`src/hw/dma_ctrl_cfg.svh`:
```
// Offsets, field positions, reset values and timing counts of the DMA control bank.
`ifndef DMA_CTRL_CFG_SVH
`define DMA_CTRL_CFG_SVH

// ==================================================================
// Register indices (printed offsets); byte address is index times four
`define IDX_GLOBAL_COMMAND     8'h00
`define IDX_TEST_FUNCTION      8'h02
`define IDX_CLOCK_LOCK_STATUS  8'h03
`define IDX_CONFIG_ORIGIN_CODE 8'h05
`define IDX_WORD_ORDER_CONFIG  8'h0F
`define IDX_PORT_PATH_ENABLE   8'h10
`define IDX_UNDERFLOW_FLAGS    8'h18
`define IDX_OVERFLOW_FLAGS     8'h1A
`define IDX_LEGACY_DATA_PATH   8'h40
`define IDX_LEGACY_DIRECTION   8'h41
`define IDX_LEGACY_EDGE        8'h42
`define IDX_LEGACY_FRAMING     8'h43
`define IDX_IRQ_STATUS         8'h44
`define IDX_IRQ_MASK           8'h45

// ==================================================================
// Field positions
`define BIT_COMMAND_ENABLE     3
`define BIT_HALF_WORD_EXCHANGE 3
`define BIT_BYTE_PAIR_EXCHANGE 0

// ==================================================================
// Reset values and codes
`define RST_BYTE               8'h00
`define ORIGIN_CODE_DEFAULT    8'h5A
`define AXI_RESP_OKAY          2'h0
`define AXI_RESP_SLVERR        2'h2

// ==================================================================
// Transfer-clock loop lock time in cycles after release from reset
`define LOCK_DELAY_CYCLES      8'h10

`endif

```
`src/hw/dma_ctrl_pkg.sv`:
```
// Types shared by the DMA control register bank.
package dma_ctrl_pkg;

    // ==================================================================
    // Bus slave states, Gray coded along the write path only.
    typedef enum logic [1:0] {
        BUS_IDLE  = 2'b00,
        BUS_WRESP = 2'b01,
        BUS_RDATA = 2'b11
    } bus_state_t;

    // Software-visible control registers.
    typedef struct packed {
        logic [7:0]  global_command;
        logic [7:0]  test_function;
        logic [7:0]  word_order_config;
        logic [15:0] port_path_enable;
        logic [7:0]  legacy_data_path;
        logic [7:0]  legacy_direction;
        logic [7:0]  legacy_edge;
        logic [3:0]  irq_mask;
    } ctrl_regs_t;

endpackage : dma_ctrl_pkg

```
`src/hw/dma_channel_control_regs.sv`:
```
// AXI4-Lite control and status bank steering DMA channels and word ordering.
//
// What this block does
// - Command enable activates channels selected in enable register.
// - Command enable clear resets channels, flushes, clears flags.
// - Status bit 0 shows transfer clock locked.
// - Both ports disabled resets transfer clock loop.
// - Read-only byte gives configuration origin code.
// - Config bit 3 exchanges the 16-bit halves.
// - Config bit 0 swaps byte pairs: 1,0,3,2.
// - Both swaps give fully reversed bytes 3,2,1,0.
// - Unswapped word: byte 0 lowest, byte 3 highest.
// - Enable bits 3,2 run transmit ports 1,0.
// - Enable bits 1,0 run receive ports 1,0.
// - Legacy path, direction, edge, framing registers exist.
// - Transmit underflow sets flag, repeats last byte.
// - Receive overflow sets flag, discards until re-enable.
`timescale 1ns/10ps
`include "dma_ctrl_cfg.svh"

module dma_channel_control_regs
    import dma_ctrl_pkg::*;
#(
    parameter logic [7:0] ORIGIN_CODE = `ORIGIN_CODE_DEFAULT // Arbitrary value.
) (
    input  wire  logic        clk,            // 20 MHz clock.
    input  wire  logic        rst_n,          // Asynchronous active-low reset.
    input  wire  logic [9:0]  s_axi_awaddr,   // Write address.
    input  wire  logic        s_axi_awvalid,  // Write address valid.
    output logic              s_axi_awready,  // Write address ready.
    input  wire  logic [31:0] s_axi_wdata,    // Write data.
    input  wire  logic [3:0]  s_axi_wstrb,    // Write byte strobes.
    input  wire  logic        s_axi_wvalid,   // Write data valid.
    output logic              s_axi_wready,   // Write data ready.
    output logic [1:0]        s_axi_bresp,    // Write response.
    output logic              s_axi_bvalid,   // Write response valid.
    input  wire  logic        s_axi_bready,   // Write response ready.
    input  wire  logic [9:0]  s_axi_araddr,   // Read address.
    input  wire  logic        s_axi_arvalid,  // Read address valid.
    output logic              s_axi_arready,  // Read address ready.
    output logic [31:0]       s_axi_rdata,    // Read data.
    output logic [1:0]        s_axi_rresp,    // Read response.
    output logic              s_axi_rvalid,   // Read data valid.
    input  wire  logic        s_axi_rready,   // Read data ready.
    input  wire  logic [1:0]  tx_in_valid,    // DMA word offered per transmit port.
    input  wire  logic [63:0] tx_in_word,     // DMA words, port 1 high.
    input  wire  logic [1:0]  tx_fifo_empty,  // Transmit FIFO empty per port.
    input  wire  logic [1:0]  tx_byte_take,   // Port takes a transmit byte.
    input  wire  logic [1:0]  tx_byte_new,    // New transmit byte from FIFO.
    input  wire  logic [15:0] tx_byte_in,     // Transmit bytes from FIFOs.
    input  wire  logic [1:0]  rx_in_valid,    // Receive word from port.
    input  wire  logic [63:0] rx_in_word,     // Receive words, port 1 high.
    input  wire  logic [1:0]  rx_fifo_full,   // Receive FIFO full per port.
    input  wire  logic [7:0]  legacy_framing, // Legacy framing status input.
    output logic [1:0]        tx_out_valid,   // Reordered transmit word valid.
    output logic [63:0]       tx_out_word,    // Reordered transmit words.
    output logic [15:0]       tx_line_byte,   // Byte sent on each port.
    output logic [1:0]        rx_out_valid,   // Reordered receive word valid.
    output logic [63:0]       rx_out_word,    // Reordered receive words.
    output logic [3:0]        chan_reset,     // Channel reset, rx0,rx1,tx0,tx1 low.
    output logic              fifo_flush,     // Flush all channel FIFOs.
    output logic              pll_reset,      // Transfer clock loop reset.
    output logic              irq             // Level interrupt.
);

    // ==================================================================
    // State

    typedef struct packed {
        logic [1:0]  rst_sync;
        bus_state_t  bus;
        logic [31:0] rdata;
        logic [1:0]  rresp;
        logic [1:0]  bresp;
        logic        aw_held;
        logic        w_held;
        logic [7:0]  aw_idx;
        logic [31:0] w_data;
        logic [3:0]  w_strb;
        ctrl_regs_t  regs;
        logic [1:0]  underflow;
        logic [1:0]  overflow;
        logic [3:0]  irq_status;
        logic [7:0]  lock_count;
        logic        locked;
        logic [1:0]  tx_valid;
        logic [63:0] tx_word;
        logic [15:0] tx_byte;
        logic [1:0]  rx_valid;
        logic [63:0] rx_word;
        logic [3:0]  chan_rst;
        logic        flush;
        logic        pll_rst;
        logic        irq;
    } state_t;

    state_t      cur;
    state_t      next_cur;
    logic        rst_local_n;

    assign rst_local_n = cur.rst_sync[1];

    // Reorders a word per the half-word and byte-pair controls.
    function automatic logic [31:0] reorder(input logic [31:0] w, input logic hx,
                                            input logic bx);
        logic [31:0] t;
        t = hx ? {w[15:0], w[31:16]} : w;
        if (bx) begin
            t = {t[23:16], t[31:24], t[7:0], t[15:8]};
        end
        return t;
    endfunction : reorder

    // Places a narrow value into the low bits of a read word.
    function automatic logic [31:0] rd8(input logic [7:0] v);
        return {24'h000000, v};
    endfunction : rd8

    // ==================================================================
    // Next-state logic.
    always_comb begin
        logic        run;
        logic [1:0]  tx_en;
        logic [1:0]  rx_en;
        logic        wr_fire;
        logic        rd_fire;
        logic [7:0]  ridx;
        logic [31:0] wd;
        logic [1:0]  new_under;
        logic [1:0]  new_over;
        logic        rd_status;
        run       = 1'b0;
        tx_en     = 2'b00;
        rx_en     = 2'b00;
        wr_fire   = 1'b0;
        rd_fire   = 1'b0;
        ridx      = s_axi_araddr[9:2];
        wd        = 32'h00000000;
        new_under = 2'b00;
        new_over  = 2'b00;
        rd_status = 1'b0;
        next_cur  = cur;
        next_cur.rst_sync = {cur.rst_sync[0], 1'b1};

        // Channel enables gated by the global command bit.
        run   = cur.regs.global_command[`BIT_COMMAND_ENABLE];
        tx_en = cur.regs.port_path_enable[3:2] & {2{run}};
        rx_en = cur.regs.port_path_enable[1:0] & {2{run}};
        next_cur.chan_rst = ~{tx_en, rx_en};
        next_cur.flush    = ~run;

        // Loop reset while no port has any path enabled.
        next_cur.pll_rst = (cur.regs.port_path_enable[3:0] == 4'h0);
        if (cur.pll_rst) begin
            next_cur.lock_count = `RST_BYTE;
            next_cur.locked     = 1'b0;
        end else if (cur.lock_count != `LOCK_DELAY_CYCLES) begin
            next_cur.lock_count = cur.lock_count + 8'h01;
        end else begin
            next_cur.locked = 1'b1;
        end

        // Transmit words reordered; underflow repeats the last byte.
        for (int p = 0; p < 2; p++) begin
            next_cur.tx_valid[p] = tx_in_valid[p] & tx_en[p];
            next_cur.tx_word[p*32 +: 32] = reorder(tx_in_word[p*32 +: 32],
                cur.regs.word_order_config[`BIT_HALF_WORD_EXCHANGE],
                cur.regs.word_order_config[`BIT_BYTE_PAIR_EXCHANGE]);
            if (!tx_en[p]) begin
                next_cur.tx_byte[p*8 +: 8] = 8'h00;
            end else if (tx_byte_new[p]) begin
                next_cur.tx_byte[p*8 +: 8] = tx_byte_in[p*8 +: 8];
            end
            new_under[p] = tx_en[p] & tx_byte_take[p] & tx_fifo_empty[p];
            new_over[p]  = rx_en[p] & rx_in_valid[p] & rx_fifo_full[p];
            next_cur.rx_valid[p] = rx_in_valid[p] & rx_en[p] & ~rx_fifo_full[p]
                                   & ~cur.overflow[p];
            next_cur.rx_word[p*32 +: 32] = reorder(rx_in_word[p*32 +: 32],
                cur.regs.word_order_config[`BIT_HALF_WORD_EXCHANGE],
                cur.regs.word_order_config[`BIT_BYTE_PAIR_EXCHANGE]);
        end
        // Flags cleared only by disabling the channel.
        next_cur.underflow = (cur.underflow | new_under) & tx_en;
        next_cur.overflow  = (cur.overflow | new_over) & rx_en;

        // Write address and data taken in either order.
        if (s_axi_awvalid && !cur.aw_held && cur.bus == BUS_IDLE) begin
            next_cur.aw_held = 1'b1;
            next_cur.aw_idx  = s_axi_awaddr[9:2];
        end
        if (s_axi_wvalid && !cur.w_held && cur.bus == BUS_IDLE) begin
            next_cur.w_held = 1'b1;
            next_cur.w_data = s_axi_wdata;
            next_cur.w_strb = s_axi_wstrb;
        end
        wr_fire = cur.aw_held & cur.w_held & (cur.bus == BUS_IDLE);
        rd_fire = s_axi_arvalid & (cur.bus == BUS_IDLE) & ~wr_fire;
        wd = cur.w_data;

        // Register writes; unused bits are masked off.
        if (wr_fire) begin
            next_cur.aw_held = 1'b0;
            next_cur.w_held  = 1'b0;
            next_cur.bus     = BUS_WRESP;
            next_cur.bresp   = `AXI_RESP_OKAY;
            case (cur.aw_idx)
                `IDX_GLOBAL_COMMAND: begin
                    if (cur.w_strb[0]) next_cur.regs.global_command = wd[7:0] & 8'h08;
                end
                `IDX_TEST_FUNCTION: begin
                    if (cur.w_strb[0]) next_cur.regs.test_function = wd[7:0] & 8'h01;
                end
                `IDX_WORD_ORDER_CONFIG: begin
                    if (cur.w_strb[0]) next_cur.regs.word_order_config = wd[7:0] & 8'h09;
                end
                `IDX_PORT_PATH_ENABLE: begin
                    if (cur.w_strb[0]) next_cur.regs.port_path_enable = {8'h00, wd[7:0] & 8'h0F};
                end
                `IDX_LEGACY_DATA_PATH: begin
                    if (cur.w_strb[0]) next_cur.regs.legacy_data_path = wd[7:0];
                end
                `IDX_LEGACY_DIRECTION: begin
                    if (cur.w_strb[0]) next_cur.regs.legacy_direction = wd[7:0];
                end
                `IDX_LEGACY_EDGE: begin
                    if (cur.w_strb[0]) next_cur.regs.legacy_edge = wd[7:0];
                end
                `IDX_IRQ_MASK: begin
                    if (cur.w_strb[0]) next_cur.regs.irq_mask = wd[3:0];
                end
                `IDX_CLOCK_LOCK_STATUS, `IDX_CONFIG_ORIGIN_CODE, `IDX_UNDERFLOW_FLAGS,
                `IDX_OVERFLOW_FLAGS, `IDX_LEGACY_FRAMING, `IDX_IRQ_STATUS: begin
                    next_cur.bresp = `AXI_RESP_OKAY;
                end
                default: begin
                    next_cur.bresp = `AXI_RESP_SLVERR;
                end
            endcase
        end

        // Register reads.
        if (rd_fire) begin
            next_cur.bus   = BUS_RDATA;
            next_cur.rresp = `AXI_RESP_OKAY;
            case (ridx)
                `IDX_GLOBAL_COMMAND:     next_cur.rdata = rd8(cur.regs.global_command);
                `IDX_TEST_FUNCTION:      next_cur.rdata = rd8(cur.regs.test_function);
                `IDX_CLOCK_LOCK_STATUS:  next_cur.rdata = rd8({7'h00, cur.locked});
                `IDX_CONFIG_ORIGIN_CODE: next_cur.rdata = rd8(ORIGIN_CODE);
                `IDX_WORD_ORDER_CONFIG:  next_cur.rdata = rd8(cur.regs.word_order_config);
                `IDX_PORT_PATH_ENABLE:   next_cur.rdata = {16'h0000, cur.regs.port_path_enable};
                `IDX_UNDERFLOW_FLAGS:    next_cur.rdata = rd8({6'h00, cur.underflow});
                `IDX_OVERFLOW_FLAGS:     next_cur.rdata = rd8({6'h00, cur.overflow});
                `IDX_LEGACY_DATA_PATH:   next_cur.rdata = rd8(cur.regs.legacy_data_path);
                `IDX_LEGACY_DIRECTION:   next_cur.rdata = rd8(cur.regs.legacy_direction);
                `IDX_LEGACY_EDGE:        next_cur.rdata = rd8(cur.regs.legacy_edge);
                `IDX_LEGACY_FRAMING:     next_cur.rdata = rd8(legacy_framing);
                `IDX_IRQ_STATUS: begin
                    next_cur.rdata = rd8({4'h0, cur.irq_status});
                    rd_status      = 1'b1;
                end
                `IDX_IRQ_MASK:           next_cur.rdata = rd8({4'h0, cur.regs.irq_mask});
                default: begin
                    next_cur.rdata = 32'h00000000;
                    next_cur.rresp = `AXI_RESP_SLVERR;
                end
            endcase
        end

        // Sticky events: underflow 1..0, overflow 3..2; a new event beats the read clear.
        next_cur.irq_status = (rd_status ? 4'h0 : cur.irq_status)
                              | {new_over, new_under};
        next_cur.irq = |(next_cur.irq_status & cur.regs.irq_mask);

        // Response handshakes.
        if (cur.bus == BUS_WRESP && s_axi_bready) begin
            next_cur.bus = BUS_IDLE;
        end
        if (cur.bus == BUS_RDATA && s_axi_rready) begin
            next_cur.bus = BUS_IDLE;
        end
    end

    // ==================================================================
    // State register with asynchronous reset.
    always_ff @(posedge clk or negedge rst_n) begin
        if (!rst_n) begin
            cur          <= '0;
            cur.chan_rst <= 4'hF;
            cur.flush    <= 1'b1;
            cur.pll_rst  <= 1'b1;
        end else if (!rst_local_n) begin
            cur          <= '0;
            cur.rst_sync <= {cur.rst_sync[0], 1'b1};
            cur.chan_rst <= 4'hF;
            cur.flush    <= 1'b1;
            cur.pll_rst  <= 1'b1;
        end else begin
            cur <= next_cur;
        end
    end

    // ==================================================================
    // Outputs from the state register; the bus ready and valid flags are decoded from it.
    assign s_axi_awready = ~cur.aw_held & (cur.bus == BUS_IDLE) & rst_local_n;
    assign s_axi_wready  = ~cur.w_held & (cur.bus == BUS_IDLE) & rst_local_n;
    assign s_axi_bvalid  = (cur.bus == BUS_WRESP);
    assign s_axi_bresp   = cur.bresp;
    assign s_axi_arready = (cur.bus == BUS_IDLE) & ~(cur.aw_held & cur.w_held) & rst_local_n;
    assign s_axi_rvalid  = (cur.bus == BUS_RDATA);
    assign s_axi_rdata   = cur.rdata;
    assign s_axi_rresp   = cur.rresp;
    assign tx_out_valid  = cur.tx_valid;
    assign tx_out_word   = cur.tx_word;
    assign tx_line_byte  = cur.tx_byte;
    assign rx_out_valid  = cur.rx_valid;
    assign rx_out_word   = cur.rx_word;
    assign chan_reset    = cur.chan_rst;
    assign fifo_flush    = cur.flush;
    assign pll_reset     = cur.pll_rst;
    assign irq           = cur.irq;

endmodule : dma_channel_control_regs

```
`config.mk`:
```
export PLATFORM = sky130hd
export DESIGN_NAME = dma_channel_control_regs
export DESIGN_NICKNAME = d
export VERILOG_FILES = /design/src/hw/dma_ctrl_pkg.sv /design/src/hw/dma_channel_control_regs.sv
export VERILOG_INCLUDE_DIRS = /design/src /design/src/hw
export SDC_FILE = /design/constraint.sdc
export NUM_CORES = 1
export LEC_CHECK = 0
export BUFFER_PORTS_ARGS = -buffer_cell sky130_fd_sc_hd__buf_4
export CELL_PAD_IN_SITES_DETAIL_PLACEMENT = 1
export CELL_PAD_IN_SITES_GLOBAL_PLACEMENT = 1
export CORE_MARGIN = 5
export CORE_UTILIZATION = 45
export CTS_BUF_LIST = sky130_fd_sc_hd__clkbuf_2
export DETAILED_ROUTE_END_ITERATION = 7
export PLACE_DENSITY_LB_ADDON = 0.1
export SYNTH_ARGS = -nofsm -noshare
export SYNTH_HDL_FRONTEND = slang
export SYNTH_SLANG_ARGS = --single-unit
```
`constraint.sdc`:
```
create_clock -name clk -period 4.9 [get_ports clk]
set_input_delay 0 -clock clk [delete_from_list [all_inputs] [get_ports clk]]
set_output_delay 0 -clock clk [all_outputs]
set_load 0.005 [all_outputs]
```
==> flow_metrics.tcl, run 1 <==
set metrics [dict create \
    number_of_top_level_pins 423 \
    htreeDepth 3 \
    last-stage-reached "4_1_cts" \
    place_congestion 0.783 \
    hold_buffers 361 \
    floorplan.initialDensity 0.458 \
    die_width_um 187 \
    pre_cts_ws_ns 2.51 \
    synth.avg_cell_area_um2 12.2 \
    post_synth_instance_area_um2 14000 \
    ys_seq_area_frac 0.430 \
    ys_types 67 \
    area_share_of_the_largest_cell_type_after_synthesis 0.419 \
    synth-edff-count 0 \
    die_h_um 187 \
    status "aborted with a tool error" \
    synthFlopType "sky130_fd_sc_hd__dfrtp_1" \
    root_buffer "sky130_fd_sc_hd__clkbuf_2" \
    synth_area_leaders "sky130_fd_sc_hd__dfrtp_1 (42%), sky130_fd_sc_hd__mux4_2 (21%), sky130_fd_sc_hd__buf_4 (10%)" \
    port-buffer-count 365 \
    synth-seq-cells 241 \
    placed_cell_area_um2 15700 \
    fp-row-count 64 \
    postCtsResizedCells 0 \
    cts_max_path_buffers 3 \
    post-dp-hpwl_mm 26.5 \
    tool.error "[ERROR RSZ-0060] Max buffer count reached." \
    synth_area_leader "sky130_fd_sc_hd__dfrtp_1" \
    cts_post_setup_buffers_inserted 0 \
    post_synth_inst_count 1147 \
    cts_sinks 241 \
    yosys_warnings 0 \
    cts_inserted_buffers 69 \
    asyncSetResetFlopFracSynth 1.00 \
]
-- cell families after synthesis --
group           after synthesis  synth area share
buf+inv                     272             0.125
other cells                   2          0.000535
xor+xnor                      7           0.00437
mux                         194             0.253
compound gates               82            0.0422
flops                       241             0.430
simple gates                347             0.143
fa+ha+maj                     2           0.00178
-- cell usage after synthesis (all sizes together), types with 4 or more instances --
cell type  count
o21ai         13
buf          215
inv            7
nor3          12
a21oi         12
nand4          7
clkbuf        50
nand3         13
xor2           4
a22o          14
nor4           5
nor2b         47
dfrtp        235
dfstp          6
and2         131
nor4b          5
and3           6
nand2         45
mux4         129
nand2b         7
a21boi        13
nor2          53
mux2i         63
-- per-stage QoR --
| stage | cells | hold WS [ns] | util |
|---|---|---|---|
| 2_1_floorplan | 1172 | -0.296 | - |
| 3_3_place_gp | 1674 | 0.152 | 0.513 |
| 3_5_place_dp | 1674 | 0.149 | 0.513 |
==> run 2, diff against run 1 <==
--- a/config.mk
+++ b/config.mk
@@ -7,13 +7,10 @@
 export NUM_CORES = 1
 export LEC_CHECK = 0
 export BUFFER_PORTS_ARGS = -buffer_cell sky130_fd_sc_hd__buf_4
-export CELL_PAD_IN_SITES_DETAIL_PLACEMENT = 1
-export CELL_PAD_IN_SITES_GLOBAL_PLACEMENT = 1
 export CORE_MARGIN = 5
-export CORE_UTILIZATION = 45
-export CTS_BUF_LIST = sky130_fd_sc_hd__clkbuf_2
+export CORE_UTILIZATION = 40
 export DETAILED_ROUTE_END_ITERATION = 7
-export PLACE_DENSITY_LB_ADDON = 0.1
+export PLACE_DENSITY_LB_ADDON = 0.15
 export SYNTH_ARGS = -nofsm -noshare
 export SYNTH_HDL_FRONTEND = slang
 export SYNTH_SLANG_ARGS = --single-unit
==> run 2 against run 1 <==
The flow now finishes without violations. Synthesized area unchanged. Synthesized cell count unchanged.
==> flow_metrics.tcl, run 2 <==
set metrics [dict create \
    synthFlopType "sky130_fd_sc_hd__dfrtp_1" \
    mostFrequentLayoutCells "sky130_fd_sc_hd__buf_4 (367), sky130_fd_sc_hd__dlygate4sd3_1 (310), sky130_fd_sc_hd__dfrtp_1 (232)" \
    groute.layer.met3.usage 0.0348 \
    ir_drop_uv 242 \
    hold_violations 0 \
    timing.hold.worst.class "in -> reg" \
    tritoncts "built" \
    period_needed_ns 3.14 \
    gr-max-usage-layer "met2" \
    holdCritStartpoint "s_axi_araddr[4]" \
    ant_nets 0 \
    pin_count_of_the_biggest_net_entering_global_routing 110 \
    post_synth_inst_count 1147 \
    finalSetupViolations 0 \
    die_width_um 197 \
    synth_area_leader "sky130_fd_sc_hd__dfrtp_1" \
    antenna_violations_before_repair 2 \
    drt_iter0_markers 469 \
    post-route-drc-count 0 \
    timing.hold.worst_endpoint "s_axi_rdata[2]" \
    number_of_top_level_pins 423 \
    wire_per_inst_um 18.3 \
    fp-row-count 68 \
    period_share 0.641 \
    synth-edff-count 0 \
    grt_setup_unrepaired "no" \
    gr-usage-met1 0.250 \
    reg2regPathDepth 4 \
    crit_path_max_incr_delay_ns 1.16 \
    die_h_um 197 \
    coreArea_um2 34600 \
    regMostFlops "cur" \
    synth-seq-cells 241 \
    post-synth-top-count-cell "sky130_fd_sc_hd__dfrtp_1" \
    yosys_warnings 0 \
    largest_register_ffs 76 \
    arrival_time_reported_for_the_critical_path_endpoint_ns 3.56 \
    cts_inserted_buffers 29 \
    fillers 2820 \
    ys_types 67 \
    post_synth_instance_area_um2 14000 \
    grt_pass1_vias 11200 \
    regToRegStartpoint "cur[219]" \
    place_congestion 0.810 \
    synth_area_leaders "sky130_fd_sc_hd__dfrtp_1 (42%), sky130_fd_sc_hd__mux4_2 (21%), sky130_fd_sc_hd__buf_4 (10%)" \
    first_pass_iters 4 \
    max_cap_viol_count 0 \
    worst_path_max_delay_cell "sky130_fd_sc_hd__dfrtp_4" \
    grt_first_pass_wirelength_mm 61.3 \
    post-layout-total-power_uw 5040 \
    fp.dieArea_um2 38900 \
    crit_path_end_kind "flop" \
    worstReg2RegEnd "rx_out_word[49]" \
    power_density_nw_per_um2 254 \
    root_buffer "sky130_fd_sc_hd__clkbuf_16" \
    cp_cell_sequence "buf_12, mux4_2, dlygate4sd3_1, and2_1" \
    worst_clock_skew_ns 0.0144 \
    asyncSetResetFlopFracSynth 1.00 \
    worst_setup_path_start_kind "flop" \
    area_share_of_the_largest_cell_type_after_synthesis 0.419 \
    critPathMaxFanout 68 \
    cts_sinks 241 \
    cts_max_path_buffers 3 \
    avgViaCountPerCell 5.03 \
    fmaxAchievable_mhz 319 \
    worst_hold_path.num_cells 4 \
    layout-drive-gt1-share 0.346 \
    timing.critical_path.required_ns 5.32 \
    worst_path_clk_slew_ns 0.06 \
    port-buffer-count 365 \
    synth.avg_cell_area_um2 12.2 \
    relSlewSlack 0.244 \
    reg2reg_slack_ns 1.76 \
    status "finished clean" \
    synthTopCellsByCount "sky130_fd_sc_hd__dfrtp_1 (235), sky130_fd_sc_hd__buf_4 (188), sky130_fd_sc_hd__and2_1 (131)" \
    overflow 0 \
    tns_setup_ns 0 \
    ys_seq_area_frac 0.430 \
    least_margin_pin_slew_ns 1.13 \
    finalNetCount 1848 \
    dr_total_vias 10500 \
    synthToLayoutAreaGrowth_pct 41.6 \
    post-dp-hpwl_mm 25.3 \
    worstSetupPathType "reg -> reg" \
    drt_wl_total_mm 38.4 \
    power_leakage_uw 0.00874 \
    maxSlewViolCount 0 \
    met2_usage 0.338 \
    floorplan.initialDensity 0.405 \
    layout.cells.most_common "sky130_fd_sc_hd__buf_4" \
    clock_latency_ns 0.54 \
    groute.usage.overall 0.194 \
    htreeDepth 1 \
    postCtsResizedCells 0 \
]
[run 2: cell counts after synthesis]
Identical to the previous run, type by type.
[run 2: metrics by stage]
step	utilization	setup slack, ns	instance area (µm²)	hold slack (ns)	instances
global placement	0.457	2.31	15800	0.122	1733
detailed placement	0.457	2.28	15800	0.126	1733
finish	0.574	1.76	19900	0.0782	2096
floorplan	-	2.99	14100	-0.296	1172
CTS	0.574	1.71	19900	0.0395	2093
global route	0.574	1.53	19900	0.0778	2095
[run 2: worst max-delay path by stage]
stage                         from              end  slack, ns  cells past startpoint
after floorplan           cur[219]  tx_out_word[32]       2.99                      4
after global placement    cur[219]  rx_out_word[61]       2.31                      3
after detailed placement  cur[219]  rx_out_word[50]       2.28                      3
after CTS                 cur[219]  rx_out_word[19]       1.71                      4
after global routing      cur[219]  rx_out_word[49]       1.53                      4
final                     cur[219]  rx_out_word[49]       1.76                      4
[run 2: power breakdown]
group	switching, µW	internal, µW	total [µW]
registers	50.9	2060	2110
clock network	833	1330	2160
logic	295	475	770
[run 2: worst max-delay path: cells and delay by family (launching register included)]
family / cells / cell delay [ns]
buffers and inverters: 2 / 1.06
DFF: 1 / 1.16
muxes: 1 / 0.57
and+or+nand+nor: 1 / 0.16
[run 2: cell families (layout without fill, tap and decap cells)]
kind of cell	Yosys count	after routing	synth area share
AO/OA/AOI/OAI	82	82	0.0422
adder cells (fa/ha/maj)	2	2	0.00178
flip-flops	241	241	0.430
multiplexers	194	194	0.253
buffers and inverters	272	738	0.125
other	2	30	0.000535
AND/OR/NAND/NOR	347	347	0.143
XOR/XNOR	7	7	0.00437
[run 2: what timing repair did]
| action | in CTS | in global routing |
|---|---|---|
| hold buffers | 310 | 0 |
| endpoints found under the hold margin | 287 | 0 |
| setup buffers | 0 | 0 |
[run 2: per-layer routing]
layer,wire (µm),up-vias
li1,-,4832
met1,15500,5315
met2,19700,322
met3,2250,66
met4,980,0
met5,0,-
[run 2: final cells by class]
| cell class | count | area [µm²] | area share |
|---|---|---|---|
| Clock inverter | 8 | 125 | 0.00629 |
| Clock buffer | 42 | 835 | 0.0420 |
| Tap cell | 455 | 569 | 0.0286 |
| Antenna cell | 3 | 7.51 | 0.000378 |
| Inverter | 7 | 26.3 | 0.00132 |
| Multi-Input combinational cell | 659 | 6340 | 0.319 |
| Sequential cell | 241 | 6050 | 0.304 |
| Timing Repair Buffer | 681 | 5930 | 0.298 |
Power figures use the tool's default switching activity.
